[config.mk]
export PLATFORM = sky130hd
export DESIGN_NAME = pwci_top
export DESIGN_NICKNAME = d
export VERILOG_FILES = /design/src/pkg/pwci_pkg.sv /design/src/pwci_pw_check.sv /design/src/pwci_top.sv
export SDC_FILE = /design/constraint.sdc
export NUM_CORES = 1
export LEC_CHECK = 0
export ABC_AREA = 1
export BUFFER_PORTS_ARGS = -buffer_cell sky130_fd_sc_hd__buf_4
export CORE_ASPECT_RATIO = 1.4
export CORE_MARGIN = 5
export CORE_UTILIZATION = 50
export CTS_BUF_LIST = sky130_fd_sc_hd__clkbuf_2 sky130_fd_sc_hd__clkbuf_4 sky130_fd_sc_hd__clkbuf_8
export CTS_CLUSTER_DIAMETER = 30
export DETAILED_ROUTE_END_ITERATION = 10
export MAX_ROUTING_LAYER = met4
export PLACE_DENSITY = 0.64
export SKIP_LAST_GASP = 1
export SLEW_MARGIN = 20
export SYNTH_ARGS = -nofsm -noshare
export SYNTH_HDL_FRONTEND = slang
export SYNTH_SLANG_ARGS = --single-unit
[constraint.sdc]
create_clock -name CLK_IN -period 23.1 [get_ports CLK_IN]
set_clock_uncertainty 0.05 [all_clocks]
set_input_delay 3.465 -clock CLK_IN [delete_from_list [all_inputs] [get_ports CLK_IN]]
set_output_delay 3.465 -clock CLK_IN [all_outputs]
set_load 0.05 [all_outputs]
[src/pkg/pwci_pkg.sv]
// Constants, types and register map of the password-protected command interpreter.
// Assumes a Modbus front end that turns holding-register accesses into single-word
// read and write strobes and marks the end of each multiple-register write frame.
// Overview of operation
// - Four user profiles, each with own password
// - Factory passwords are 0000, 1111, 2222, 3333
// - Password is four letters or digits only
// - Own or administrator password replaces a password
// - Intrusive command needs a matching profile password
// - Non-intrusive commands run without any check
// - Intrusive needs open lock or configuration unlock
// - Each command picked by unique code
// - Status reads 0x0003 while command executes
// - Last command code shown after execution
// - Status low byte zero on success, else error
// - Wrong password reports error code 1
// - New command aborts the unfinished one
// - Failure puts module address in high byte
// - Code write arms, frame end triggers execution
`default_nettype none
package pwci_pkg;

  // Register numbers as seen on the holding-register port
  localparam logic [15:0] REG_CMD_CODE  = 16'h1F40;
  localparam logic [15:0] REG_LAST_CODE = 16'h1F54;
  localparam logic [15:0] REG_STATUS    = 16'h1F55;
  localparam int          BUF_WORDS     = 16;

  // Word positions inside the command buffer
  localparam logic [3:0] IDX_CODE     = 4'h0;
  localparam logic [3:0] IDX_PW_HI    = 4'h4;
  localparam logic [3:0] IDX_PW_LO    = 4'h5;
  localparam logic [3:0] IDX_TARGET   = 4'h6;
  localparam logic [3:0] IDX_NEWPW_HI = 4'h7;
  localparam logic [3:0] IDX_NEWPW_LO = 4'h8;

  // Command codes
  localparam logic [15:0] CMD_OPEN    = 16'h0388;
  localparam logic [15:0] CMD_CLOSE   = 16'h0389;
  localparam logic [15:0] CMD_SET_PW  = 16'h0300;
  localparam logic [15:0] CMD_PING    = 16'h0301;

  // Profiles: bit 0 administrator, 1 services, 2 engineer, 3 operator
  localparam int          NUM_PROFILES = 4;
  localparam logic [1:0]  PROF_ADMIN   = 2'h0;
  localparam logic [1:0]  PROF_MAX     = 2'h3;
  localparam logic [3:0]  PROF_SWITCH  = 4'h9;
  localparam logic [3:0][31:0] PW_DEFAULT = {32'h33333333, 32'h32323232,
                                             32'h31313131, 32'h30303030};

  // Status and completion codes
  localparam logic [15:0] STATUS_BUSY = 16'h0003;
  localparam logic [15:0] STATUS_OK   = 16'h0000;
  localparam logic [7:0]  ERR_OK      = 8'h00;
  localparam logic [7:0]  ERR_RIGHTS  = 8'h01;
  localparam logic [7:0]  ERR_ACCESS  = 8'h02;
  localparam logic [7:0]  ERR_WRITE   = 8'h04;

  // Execution time
  localparam int EXEC_TIME_NS  = 1000;
  localparam int CLK_PERIOD_NS = 100;
  localparam int EXEC_CYCLES   = (EXEC_TIME_NS + CLK_PERIOD_NS - 1) / CLK_PERIOD_NS;
  localparam logic [7:0] CNT_LAST = 8'h01;

  typedef enum logic [1:0] {
    ST_IDLE  = 2'b00,
    ST_ARMED = 2'b01,
    ST_CHECK = 2'b10,
    ST_EXEC  = 2'b11
  } pwci_state_type;

endpackage
`default_nettype wire

[src/pwci_pw_check.sv]
// Password comparison against all profiles and character check of a new password.
// Purely combinational; the caller registers whatever it decides from it.
`timescale 1ns/1ps
`default_nettype none
module pwci_pw_check (
  input  wire logic [3:0][31:0] pw_table_in,
  input  wire logic [31:0]      supplied_in,
  input  wire logic [31:0]      new_pw_in,
  output logic      [3:0]       match_out,
  output logic                  new_ok_out
);

  // Accept only 0-9, a-z and A-Z
  function automatic logic char_ok(input logic [7:0] c);
    return (c >= 8'h30 && c <= 8'h39) || (c >= 8'h41 && c <= 8'h5A) ||
           (c >= 8'h61 && c <= 8'h7A);
  endfunction

  // Exact four-byte compare keeps the check case-sensitive
  always_comb begin
    for (int i = 0; i < pwci_pkg::NUM_PROFILES; i++) begin
      match_out[i] = (pw_table_in[i] == supplied_in);
    end
  end

  // All four characters must pass; length is fixed by the word pair
  always_comb begin
    new_ok_out = char_ok(new_pw_in[31:24]) && char_ok(new_pw_in[23:16]) &&
                 char_ok(new_pw_in[15:8]) && char_ok(new_pw_in[7:0]);
  end

endmodule // pwci_pw_check
`default_nettype wire

[src/pwci_top.sv]
// Command interpreter: command buffer, profile passwords, lock and password checks,
// status and last-code registers.
// Assumes synchronous single-word register strobes and a frame-end pulse from the
// Modbus front end; the lock input is already debounced.
`timescale 1ns/1ps
`default_nettype none
module pwci_top #(
  parameter int         EXEC_CYCLES = pwci_pkg::EXEC_CYCLES,
  parameter logic [7:0] MODULE_ADDR = 8'h12  // Arbitrary value
) (
  input  wire logic        CLK_IN,
  input  wire logic        ARST_N_IN,
  input  wire logic        REG_WR_IN,
  input  wire logic        REG_RD_IN,
  input  wire logic [15:0] REG_ADDR_IN,
  input  wire logic [15:0] REG_WDATA_IN,
  input  wire logic        FRAME_END_IN,
  input  wire logic        LOCK_OPEN_IN,
  input  wire logic        INTR_UNLOCK_IN,
  output logic      [15:0] REG_RDATA_OUT,
  output logic             REG_RVALID_OUT,
  output logic             BUSY_OUT,
  output logic             OPEN_CMD_OUT,
  output logic             CLOSE_CMD_OUT
);

  // Counter is 8 bits wide
  if (EXEC_CYCLES < 1 || EXEC_CYCLES > 255) begin : g_bad_exec
    $error("EXEC_CYCLES must lie between 1 and 255");
  end

  typedef struct packed {
    pwci_pkg::pwci_state_type st;
    logic [15:0][15:0]        cbuf;
    logic [3:0][31:0]         pw;
    logic [15:0]              last;
    logic [15:0]              status;
    logic [7:0]               cnt;
    logic [7:0]               res_err;
    logic [1:0]               ptgt;
    logic [31:0]              npw;
    logic [15:0]              rdata;
    logic                     rvalid;
    logic                     busy;
    logic                     open;
    logic                     close;
  } pwci_regs_type;

  pwci_regs_type q_ff;
  pwci_regs_type nxt_q;
  logic          rst_s1_ff;
  logic          rst_s2_ff;
  wire logic     rst_n = rst_s2_ff;

  // Reset release through two flops so that all state leaves reset on one edge
  always_ff @(posedge CLK_IN or negedge ARST_N_IN) begin
    if (!ARST_N_IN) begin
      rst_s1_ff <= 1'b0;
      rst_s2_ff <= 1'b0;
    end else begin
      rst_s1_ff <= 1'b1;
      rst_s2_ff <= rst_s1_ff;
    end
  end

  // Command table lookups
  function automatic logic cmd_known(input logic [15:0] c);
    return c == pwci_pkg::CMD_OPEN || c == pwci_pkg::CMD_CLOSE ||
           c == pwci_pkg::CMD_SET_PW || c == pwci_pkg::CMD_PING;
  endfunction

  function automatic logic cmd_intrusive(input logic [15:0] c);
    return c == pwci_pkg::CMD_OPEN || c == pwci_pkg::CMD_CLOSE ||
           c == pwci_pkg::CMD_SET_PW;
  endfunction

  function automatic logic [3:0] cmd_profiles(input logic [15:0] c);
    return (c == pwci_pkg::CMD_SET_PW) ? 4'hF : pwci_pkg::PROF_SWITCH;
  endfunction

  // Register decode
  wire logic [15:0] buf_off  = REG_ADDR_IN - pwci_pkg::REG_CMD_CODE;
  wire logic        buf_hit  = buf_off < 16'(pwci_pkg::BUF_WORDS);
  wire logic        code_wr  = REG_WR_IN && (REG_ADDR_IN == pwci_pkg::REG_CMD_CODE);
  wire logic [15:0] cur_code = q_ff.cbuf[pwci_pkg::IDX_CODE];
  wire logic [15:0] tgt_word = q_ff.cbuf[pwci_pkg::IDX_TARGET];
  wire logic [1:0]  tgt      = tgt_word[1:0];
  wire logic        unlocked = LOCK_OPEN_IN || INTR_UNLOCK_IN;
  logic [3:0]       match;
  logic             new_ok;

  pwci_pw_check u_check (
    .pw_table_in (q_ff.pw),
    .supplied_in ({q_ff.cbuf[pwci_pkg::IDX_PW_HI], q_ff.cbuf[pwci_pkg::IDX_PW_LO]}),
    .new_pw_in   ({q_ff.cbuf[pwci_pkg::IDX_NEWPW_HI], q_ff.cbuf[pwci_pkg::IDX_NEWPW_LO]}),
    .match_out   (match),
    .new_ok_out  (new_ok)
  );

  // Verdict; hardware lock is tested before any password
  logic [7:0] verdict;
  always_comb begin
    if (!cmd_known(cur_code)) begin
      verdict = pwci_pkg::ERR_WRITE;
    end else if (!cmd_intrusive(cur_code)) begin
      verdict = pwci_pkg::ERR_OK;
    end else if (!unlocked) begin
      verdict = pwci_pkg::ERR_ACCESS;
    end else if (cur_code == pwci_pkg::CMD_SET_PW) begin
      if (tgt_word > 16'(pwci_pkg::PROF_MAX)) begin
        verdict = pwci_pkg::ERR_WRITE;
      end else if (!(match[tgt] || match[pwci_pkg::PROF_ADMIN])) begin
        verdict = pwci_pkg::ERR_RIGHTS;
      end else if (!new_ok) begin
        verdict = pwci_pkg::ERR_WRITE;
      end else begin
        verdict = pwci_pkg::ERR_OK;
      end
    end else if ((match & cmd_profiles(cur_code)) == 4'h0) begin
      verdict = pwci_pkg::ERR_RIGHTS;
    end else begin
      verdict = pwci_pkg::ERR_OK;
    end
  end

  // Next-state logic for the whole block
  always_comb begin
    nxt_q        = q_ff;
    nxt_q.rvalid = 1'b0;
    nxt_q.open   = 1'b0;
    nxt_q.close  = 1'b0;
    // Buffer words stay writable while busy so a resent frame lands whole
    if (REG_WR_IN && buf_hit) begin
      nxt_q.cbuf[buf_off[3:0]] = REG_WDATA_IN;
    end
    if (REG_RD_IN) begin
      nxt_q.rvalid = 1'b1;
      if (buf_hit) begin
        nxt_q.rdata = q_ff.cbuf[buf_off[3:0]];
      end else if (REG_ADDR_IN == pwci_pkg::REG_LAST_CODE) begin
        nxt_q.rdata = q_ff.last;
      end else if (REG_ADDR_IN == pwci_pkg::REG_STATUS) begin
        nxt_q.rdata = q_ff.status;
      end else begin
        nxt_q.rdata = 16'h0000;
      end
    end
    case (q_ff.st)
      pwci_pkg::ST_ARMED: begin
        if (FRAME_END_IN) begin
          nxt_q.st = pwci_pkg::ST_CHECK;
        end
      end
      pwci_pkg::ST_CHECK: begin
        nxt_q.res_err = verdict;
        // Frozen with the verdict so later buffer writes cannot widen the rights
        nxt_q.ptgt    = tgt;
        nxt_q.npw     = {q_ff.cbuf[pwci_pkg::IDX_NEWPW_HI],
                         q_ff.cbuf[pwci_pkg::IDX_NEWPW_LO]};
        nxt_q.cnt     = EXEC_CYCLES[7:0];
        nxt_q.st      = pwci_pkg::ST_EXEC;
      end
      pwci_pkg::ST_EXEC: begin
        if (q_ff.cnt == pwci_pkg::CNT_LAST) begin
          nxt_q.st   = pwci_pkg::ST_IDLE;
          nxt_q.busy = 1'b0;
          nxt_q.last = cur_code;
          // Effects happen only on a clean verdict
          if (q_ff.res_err == pwci_pkg::ERR_OK) begin
            nxt_q.status = pwci_pkg::STATUS_OK;
            nxt_q.open   = cur_code == pwci_pkg::CMD_OPEN;
            nxt_q.close  = cur_code == pwci_pkg::CMD_CLOSE;
            if (cur_code == pwci_pkg::CMD_SET_PW) begin
              nxt_q.pw[q_ff.ptgt] = q_ff.npw;
            end
          end else begin
            nxt_q.status = {MODULE_ADDR, q_ff.res_err};
          end
        end else begin
          nxt_q.cnt = q_ff.cnt - pwci_pkg::CNT_LAST;
        end
      end
      default: begin
      end
    endcase
    // A code write restarts the state machine, status and busy flag and keeps passwords and last code, dropping any unfinished command
    if (code_wr) begin
      nxt_q.st     = FRAME_END_IN ? pwci_pkg::ST_CHECK : pwci_pkg::ST_ARMED;
      nxt_q.status = pwci_pkg::STATUS_BUSY;
      nxt_q.busy   = 1'b1;
      nxt_q.open   = 1'b0;
      nxt_q.close  = 1'b0;
      nxt_q.pw     = q_ff.pw;
      nxt_q.last   = q_ff.last;
    end
  end

  // State register; passwords come up at factory values
  always_ff @(posedge CLK_IN or negedge rst_n) begin
    if (!rst_n) begin
      q_ff         <= '0;
      q_ff.st      <= pwci_pkg::ST_IDLE;
      q_ff.pw      <= pwci_pkg::PW_DEFAULT;
      q_ff.status  <= pwci_pkg::STATUS_OK;
    end else begin
      q_ff <= nxt_q;
    end
  end

  assign REG_RDATA_OUT  = q_ff.rdata;
  assign REG_RVALID_OUT = q_ff.rvalid;
  assign BUSY_OUT       = q_ff.busy;
  assign OPEN_CMD_OUT   = q_ff.open;
  assign CLOSE_CMD_OUT  = q_ff.close;
endmodule // pwci_top
`default_nettype wire

==> run metrics, run 1 <==
vias in the first global route=18000; Layout area overhead=12.0%; max-cap violations=0; EDFF count, synth=0; Hold Path Stages=0; max-slew violations=0; setup repair bufs after CTS=0; Pleak=11.8 nW; CTS H-tree lvls=3; I/O Buffers=between 50 and 60; Worst-path clk slew=0.06 ns; Resized Gates After CTS=0; Worst path max stage delay=approximately 1.0 ns; Max-slew headroom=26.2%; CTS Buf Count=90; Final ANT Viol Nets=0; Die ar.=0.0485 sq mm; Syn. warnings=0; status=finished clean; gr ovfl total=0; total number of vias=18500; Initial Utilization=50.3%; clock sinks=473; DP Wirelength=between 40000 and 50000 um; CTS Buffer Depth=3; Synth Area per Inst=8.24 sq um; Pwr per Cell Area=76.7 mW/mm^2; routability cong.=around 0.94; pin count of the biggest net entering global routing=185; first-pass GRT wire length=105000 um; num ports=approximately 60; Final Hold Fails=0; Setup CP Type=primary input to flop; Die Width=around 190 um; setup violators final=0; DR iter-0 viols=1782; CP endpoint kind=flop; Post-layout nets=between 2000 and 3000; Post-Syn Instances=2676; post-layout min period=6.63 ns; hold_ws=between 0.2 and 0.3 ns; RSZ-0062 raised after global routing=no; worst path required time=23.61 ns; syn_nets=between 2000 and 3000; layout cells sized above 1=11.5%; Async SR Flop Fraction=between 90% and 100%; cts hold-fix bufs=0; Core ar.=0.0438 sq mm; Arrival @ worst endpoint=7.14 ns; fillers=about 4100; slew at the pin with the worst max-slew slack=1.11 ns; post-route setup TNS=0 ns; Seq/Total Area, Yosys=~54%; via/cell ratio=between 5 and 6; CP Cell Sequence=buf_4 > nor3_1 > nand4_1 > a211oi_1 > nand2_1 > nor2_2 > nand3_1 > o21ai_0; Hold Crit Class=flop to flop; clock latency on the worst-skew pair=0.69 ns; CP Max Fanout=32; root buffer cell=clkbuf_8; dpl cells=3129; residual DRC count=0; flops & latches, synth=473; Critical Path Start Type=primary input; initial antenna violation count=1; global-route usage over all layers=28.7%; final WL=67900 um; Top FF cell, synth=dfrtp_1; worst r2r path cells=9; mapped cell area=0.0221 sq mm; Die Height=259 um; Critical-path top delay cell=nand3_1; Site Rows=91; Layout Utilization=56.4%; CTS tree=built; Post-Layout Cell Count=roughly 3300; post-route clock period utilization=28.7%; Pre-antenna DRT Iters=6; Avg WL per Cell=20.6 um; VDD IR max=0.0000543 V; Max Clock Freq=0.151 GHz; Netlist cell types=39
-- final cells by class --
cell class                      count  area, sq um  share of cell area (%)
Clock buffer                      122         1560                    6.31
Antenna cell                        1         2.50                  0.0101
Timing Repair Buffer               75          601                    2.43
Multi-Input combinational cell   1829         8730                    35.3
Tap cell                          558          698                    2.83
Clock inverter                     45          485                    1.96
Inverter                          195          732                    2.96
Sequential cell                   473        11900                    48.2
-- critical path: cells and delay by family --
family | cells | cell delay (ns)
simple gates | 5 | 2.85
buf+inv | 1 | 0.12
compound gates | 2 | 0.70
-- cells in the final DEF, fill, tap and decap left out, types with 29 or more instances in the layout --
cell type and count:
a22oi_1 98, a21oi_1 33, o22ai_1 29, dfrtp_1 424, nor2_1 90, dfstp_2 48, xnor2_1 55, o21ai_0 474
buf_4 72, nand3_1 48, nand2_1 888, inv_1 189, clkbuf_8 103
-- kinds of logic (layout without fill, tap and decap cells) --
group	Yosys count	count (layout)	synth area share, %
xor gates and xnor gates	67	67	2.66
DFF	473	473	53.9
AOI/OAI and AO/OA	669	669	16.8
adders and majority gates	2	2	0.113
and+or+nand+nor	1090	1090	19.7
buffers and inverters	374	437	6.81
other	1	2	0.0170
-- worst paths after layout --
path | startpoint | endpoint | slack, ns
max reg2reg | cur_code[14]$_DFFE_PN0P_ | q_ff[216]$_DFFE_PN0P_ | 19.62
max in group asynchronous | rst_n$_DFF_PN0_ | q_ff[152]$_DFFE_PN0P_ | 20.36
min in group asynchronous | rst_n$_DFF_PN0_ | q_ff[446]$_DFFE_PN0P_ | 0.31
max | REG_ADDR_IN[11] | q_ff[287]$_DFFE_PN0P_ | 16.47
min | rst_s1_ff$_DFF_PN0_ | rst_n$_DFF_PN0_ | 0.30
min reg2reg | rst_s1_ff$_DFF_PN0_ | rst_n$_DFF_PN0_ | 0.30
-- state kept, by name (all words and copies together) (netlist names) --
name            flops
q_ff              419
REG_RDATA_OUT      16
cur_code           16
tgt_word           16
BUSY_OUT            1
CLOSE_CMD_OUT       1
OPEN_CMD_OUT        1
REG_RVALID_OUT      1
rst_n               1
rst_s1_ff           1
-- routing by layer --
layer,part of all wire [%],track usage [%]
met1,38,33.7
met2,49,46.7
met3,6.2,4.10
met4,6.9,18.3
met5,0,-
-- stage by stage --
| stage | cell area, sq um | total power, mW | setup slack, ns |
|---|---|---|---|
| after detailed placement | 22600 | 0.989 | 15.95 |
| final | 24700 | 1.89 | 16.47 |
| after global routing | 24700 | 1.97 | 16.19 |
| after floorplan | 22100 | 0.946 | 8.97 |
| after global placement | 22600 | 0.987 | 16.12 |
| after CTS | 24600 | 1.91 | 16.66 |
-- cell usage after synthesis, types with 4 or more instances --
cell type | count | area share, %
clkbuf_1 | 134 | 2.3
nand3b_1 | 4 | 0.14
o211ai_1 | 10 | 0.34
dfrtp_1 | 425 | 48
nor4_1 | 5 | 0.14
nor2_1 | 93 | 1.6
o22ai_1 | 29 | 0.82
a22oi_1 | 98 | 3.3
xnor2_1 | 55 | 2.2
o31ai_1 | 5 | 0.17
buf_2 | 15 | 0.34
dfstp_2 | 48 | 5.7
nor3_1 | 8 | 0.18
o21ai_0 | 474 | 11
o21ai_1 | 10 | 0.23
buf_1 | 7 | 0.12
inv_1 | 190 | 3.2
nand4_1 | 25 | 0.71
nand3_1 | 57 | 1.3
a211oi_1 | 5 | 0.17
xor2_1 | 12 | 0.48
nand2_1 | 888 | 15
a21oi_1 | 33 | 0.75
buf_4 | 20 | 0.68
-- where the power goes --
part	internal [mW]	switching [mW]
combinational	0.0252	0.0922
clock	0.537	0.383
sequential	0.843	0.0142
Note: power is estimated with default switching activity, not from simulation.
==> run 2, diff against run 1 <==
PLACE_DENSITY = 0.67   (was 0.64)
clock period = 6.06 ns   (was 23.1 ns; I/O delays follow)
==> run 2 against run 1 <==
  * Setup slack got worse by 14 ns
  * Highest routed layer unchanged
  * Cell count increased by 0.30%
  * Routed wire length about the same
==> run metrics, run 2 (synthesized netlist as in run 1, its figures left out) <==
status=finished clean (unchanged); CP endpoint kind=flop (unchanged); Max-slew headroom=31.0% (was 26.2%); first-pass GRT wire length=105000 um (about the same); vias in the first global route=18300 (was 18000); Worst-path clk slew=0.06 ns (about the same); slew at the pin with the worst max-slew slack=1.03 ns (was 1.11 ns); dpl cells=3144 (was 3129); CP Cell Sequence=buf_4 > nor3_1 > nand4_1 > a211oi_1 > nand2_1 > nor2_2 > nand3_1 > o21ai_0 (unchanged); Max Clock Freq=0.251 GHz; most common cell after layout, fill and taps aside=nand2_1 (unchanged); Post-layout nets=2719 (was 2705); setup violators final=0 (unchanged); Final ANT Viol Nets=0 (unchanged); residual DRC count=0 (unchanged); max-cap violations=0 (unchanged); Core ar.=0.0438 sq mm (unchanged); num ports=59 (unchanged); VDD IR max=0.000203 V (was 0.0000543 V); Pwr per Cell Area=292 mW/mm^2 (was 76.7 mW/mm^2); CTS Buffer Depth=3 (unchanged); Hold Crit Class=flop to asynchronous set/reset pin (was flop to flop); Final Hold Fails=0 (unchanged); commonest non-fill, non-tap cells in the layout=nand2_1 (888), o21ai_0 (474), dfrtp_1 (424) (unchanged); largest register by flop count=q_ff (unchanged); final WL=67900 um (about the same); Layout area overhead=12.5% (was 12.0%); post-layout min period=3.98 ns; pin count of the biggest net entering global routing=125 (was 185); Arrival @ worst endpoint=4.46 ns (was 7.14 ns); post-route clock period utilization=65.7%; layout cells sized above 1=11.5% (about the same); Largest register FFs=419 (unchanged); Overall Power=7.25 mW (was 1.89 mW); CTS H-tree lvls=3 (unchanged); gr ovfl total=0 (unchanged); setup repair bufs after CTS=0 (unchanged); CTS tree=built (unchanged); Site Rows=91 (unchanged); Resized Gates After CTS=0 (unchanged); hold_ws=0.152 ns (was 0.297 ns); Avg WL per Cell=20.5 um (was 20.6 um); Pre-antenna DRT Iters=6 (unchanged); worst path required time=6.55 ns (was 23.61 ns); clock latency on the worst-skew pair=0.66 ns (was 0.69 ns); DP Wirelength=46400 um (was 45500 um); root buffer cell=clkbuf_8 (unchanged); max-slew violations=0 (unchanged); routability cong.=0.961 (was 0.937); CTS Buf Count=87 (was 90); CP Buf/Inv Count=1 (unchanged); via/cell ratio=5.69 (was 5.61); CP Max Fanout=32 (unchanged); Die Width=188 um (unchanged); Initial Utilization=50.3% (unchanged); fillers=3954 (was 4073); final instance area=0.0248 sq mm (was 0.0247 sq mm); Pleak=11.9 nW (was 11.8 nW); I/O Buffers=58 (unchanged); Critical Path Start Type=primary input (unchanged); Post-Layout Cell Count=3308 (was 3298); Die Height=259 um (unchanged); clock sinks=473 (unchanged); post-route setup TNS=0 ns (unchanged); placed cell area=0.0227 sq mm (was 0.0226 sq mm); Worst path max stage delay=0.95 ns (was 1.03 ns); Critical-path top delay cell=nand3_1 (unchanged); Setup CP Type=primary input to flop (unchanged); multi-input gate area in the final layout=0.00869 sq mm (was 0.00873 sq mm); Reg area=0.0119 sq mm (unchanged); CP delay by family, top=simple AND/OR/NAND/NOR gates (unchanged); initial antenna violation count=1 (unchanged); DR iter-0 viols=1841 (was 1782); Die ar.=0.0485 sq mm (unchanged); RSZ-0062 raised after global routing=no (unchanged); global-route usage over all layers=28.5% (was 28.7%); total number of vias=18800 (was 18500)
[run 2: layout make-up]
type                    instances  area share (%)
repair buffers                 92            3.08
inverters                     195            2.95
clock inverters                39            2.10
multi-input cells            1829            35.0
diodes                          1          0.0101
well taps                     558            2.81
flip-flops and latches        473            48.0
clock buffers                 121            6.08
[run 2: worst register-to-register path, cell delays in order (launching register included)]
cell     delay (ns)
dfrtp_1        0.44
nor2_1         0.12
nand3_1        0.11
nor4_4         0.35
nor3b_2        0.38
nand4_4        0.52
buf_4          0.46
nor2_4         0.80
o21ai_0        0.18
[run 2: timing repair]
action                                 in CTS  in global routing
setup endpoints to repair                   0                  0
endpoints found under the hold margin       2                  0
hold buffers                                1                  0
[run 2: path summary, 6_finish.rpt]
path	startpoint	end	slack [ns]	cells past startpoint
max in group asynchronous	rst_n$_DFF_PN0_	q_ff[40]$_DFFE_PN0P_	4.48	2
min in group CLK_IN	rst_s1_ff$_DFF_PN0_	rst_n$_DFF_PN0_	0.30	0
hold / removal	rst_n$_DFF_PN0_	q_ff[461]$_DFFE_PN0P_	0.15	0
hold reg to reg	rst_n$_DFF_PN0_	q_ff[461]$_DFFE_PN0P_	0.15	0
setup / recovery	REG_ADDR_IN[11]	q_ff[256]$_DFFE_PN0P_	2.08	8
setup reg to reg	cur_code[10]$_DFFE_PN0P_	q_ff[128]$_DFFE_PN0P_	2.47	8
[run 2: layer usage]
metal | track usage [%] | up-vias | routed length, um
li1 | - | 8742 | -
met1 | 33.1 | 9123 | 25400
met2 | 47.1 | 721 | 33700
met3 | 3.68 | 225 | 3910
met4 | 18.4 | 0 | 4880
met5 | - | - | 0
[run 2: power breakdown]
group          leakage, nW  internal, mW  switching [mW]
sequential            6.22          3.21          0.0498
combinational         4.63         0.101           0.365
clock                 1.04          2.11            1.41
total                 11.9          5.42            1.83
[run 2: through the flow]
stage	utilization [%]	setup slack, ns
floorplan	-	1.42
global placement	51.8	1.75
detailed placement	51.8	1.56
CTS	56.5	2.21
global route	56.6	1.72
finish	56.6	2.08
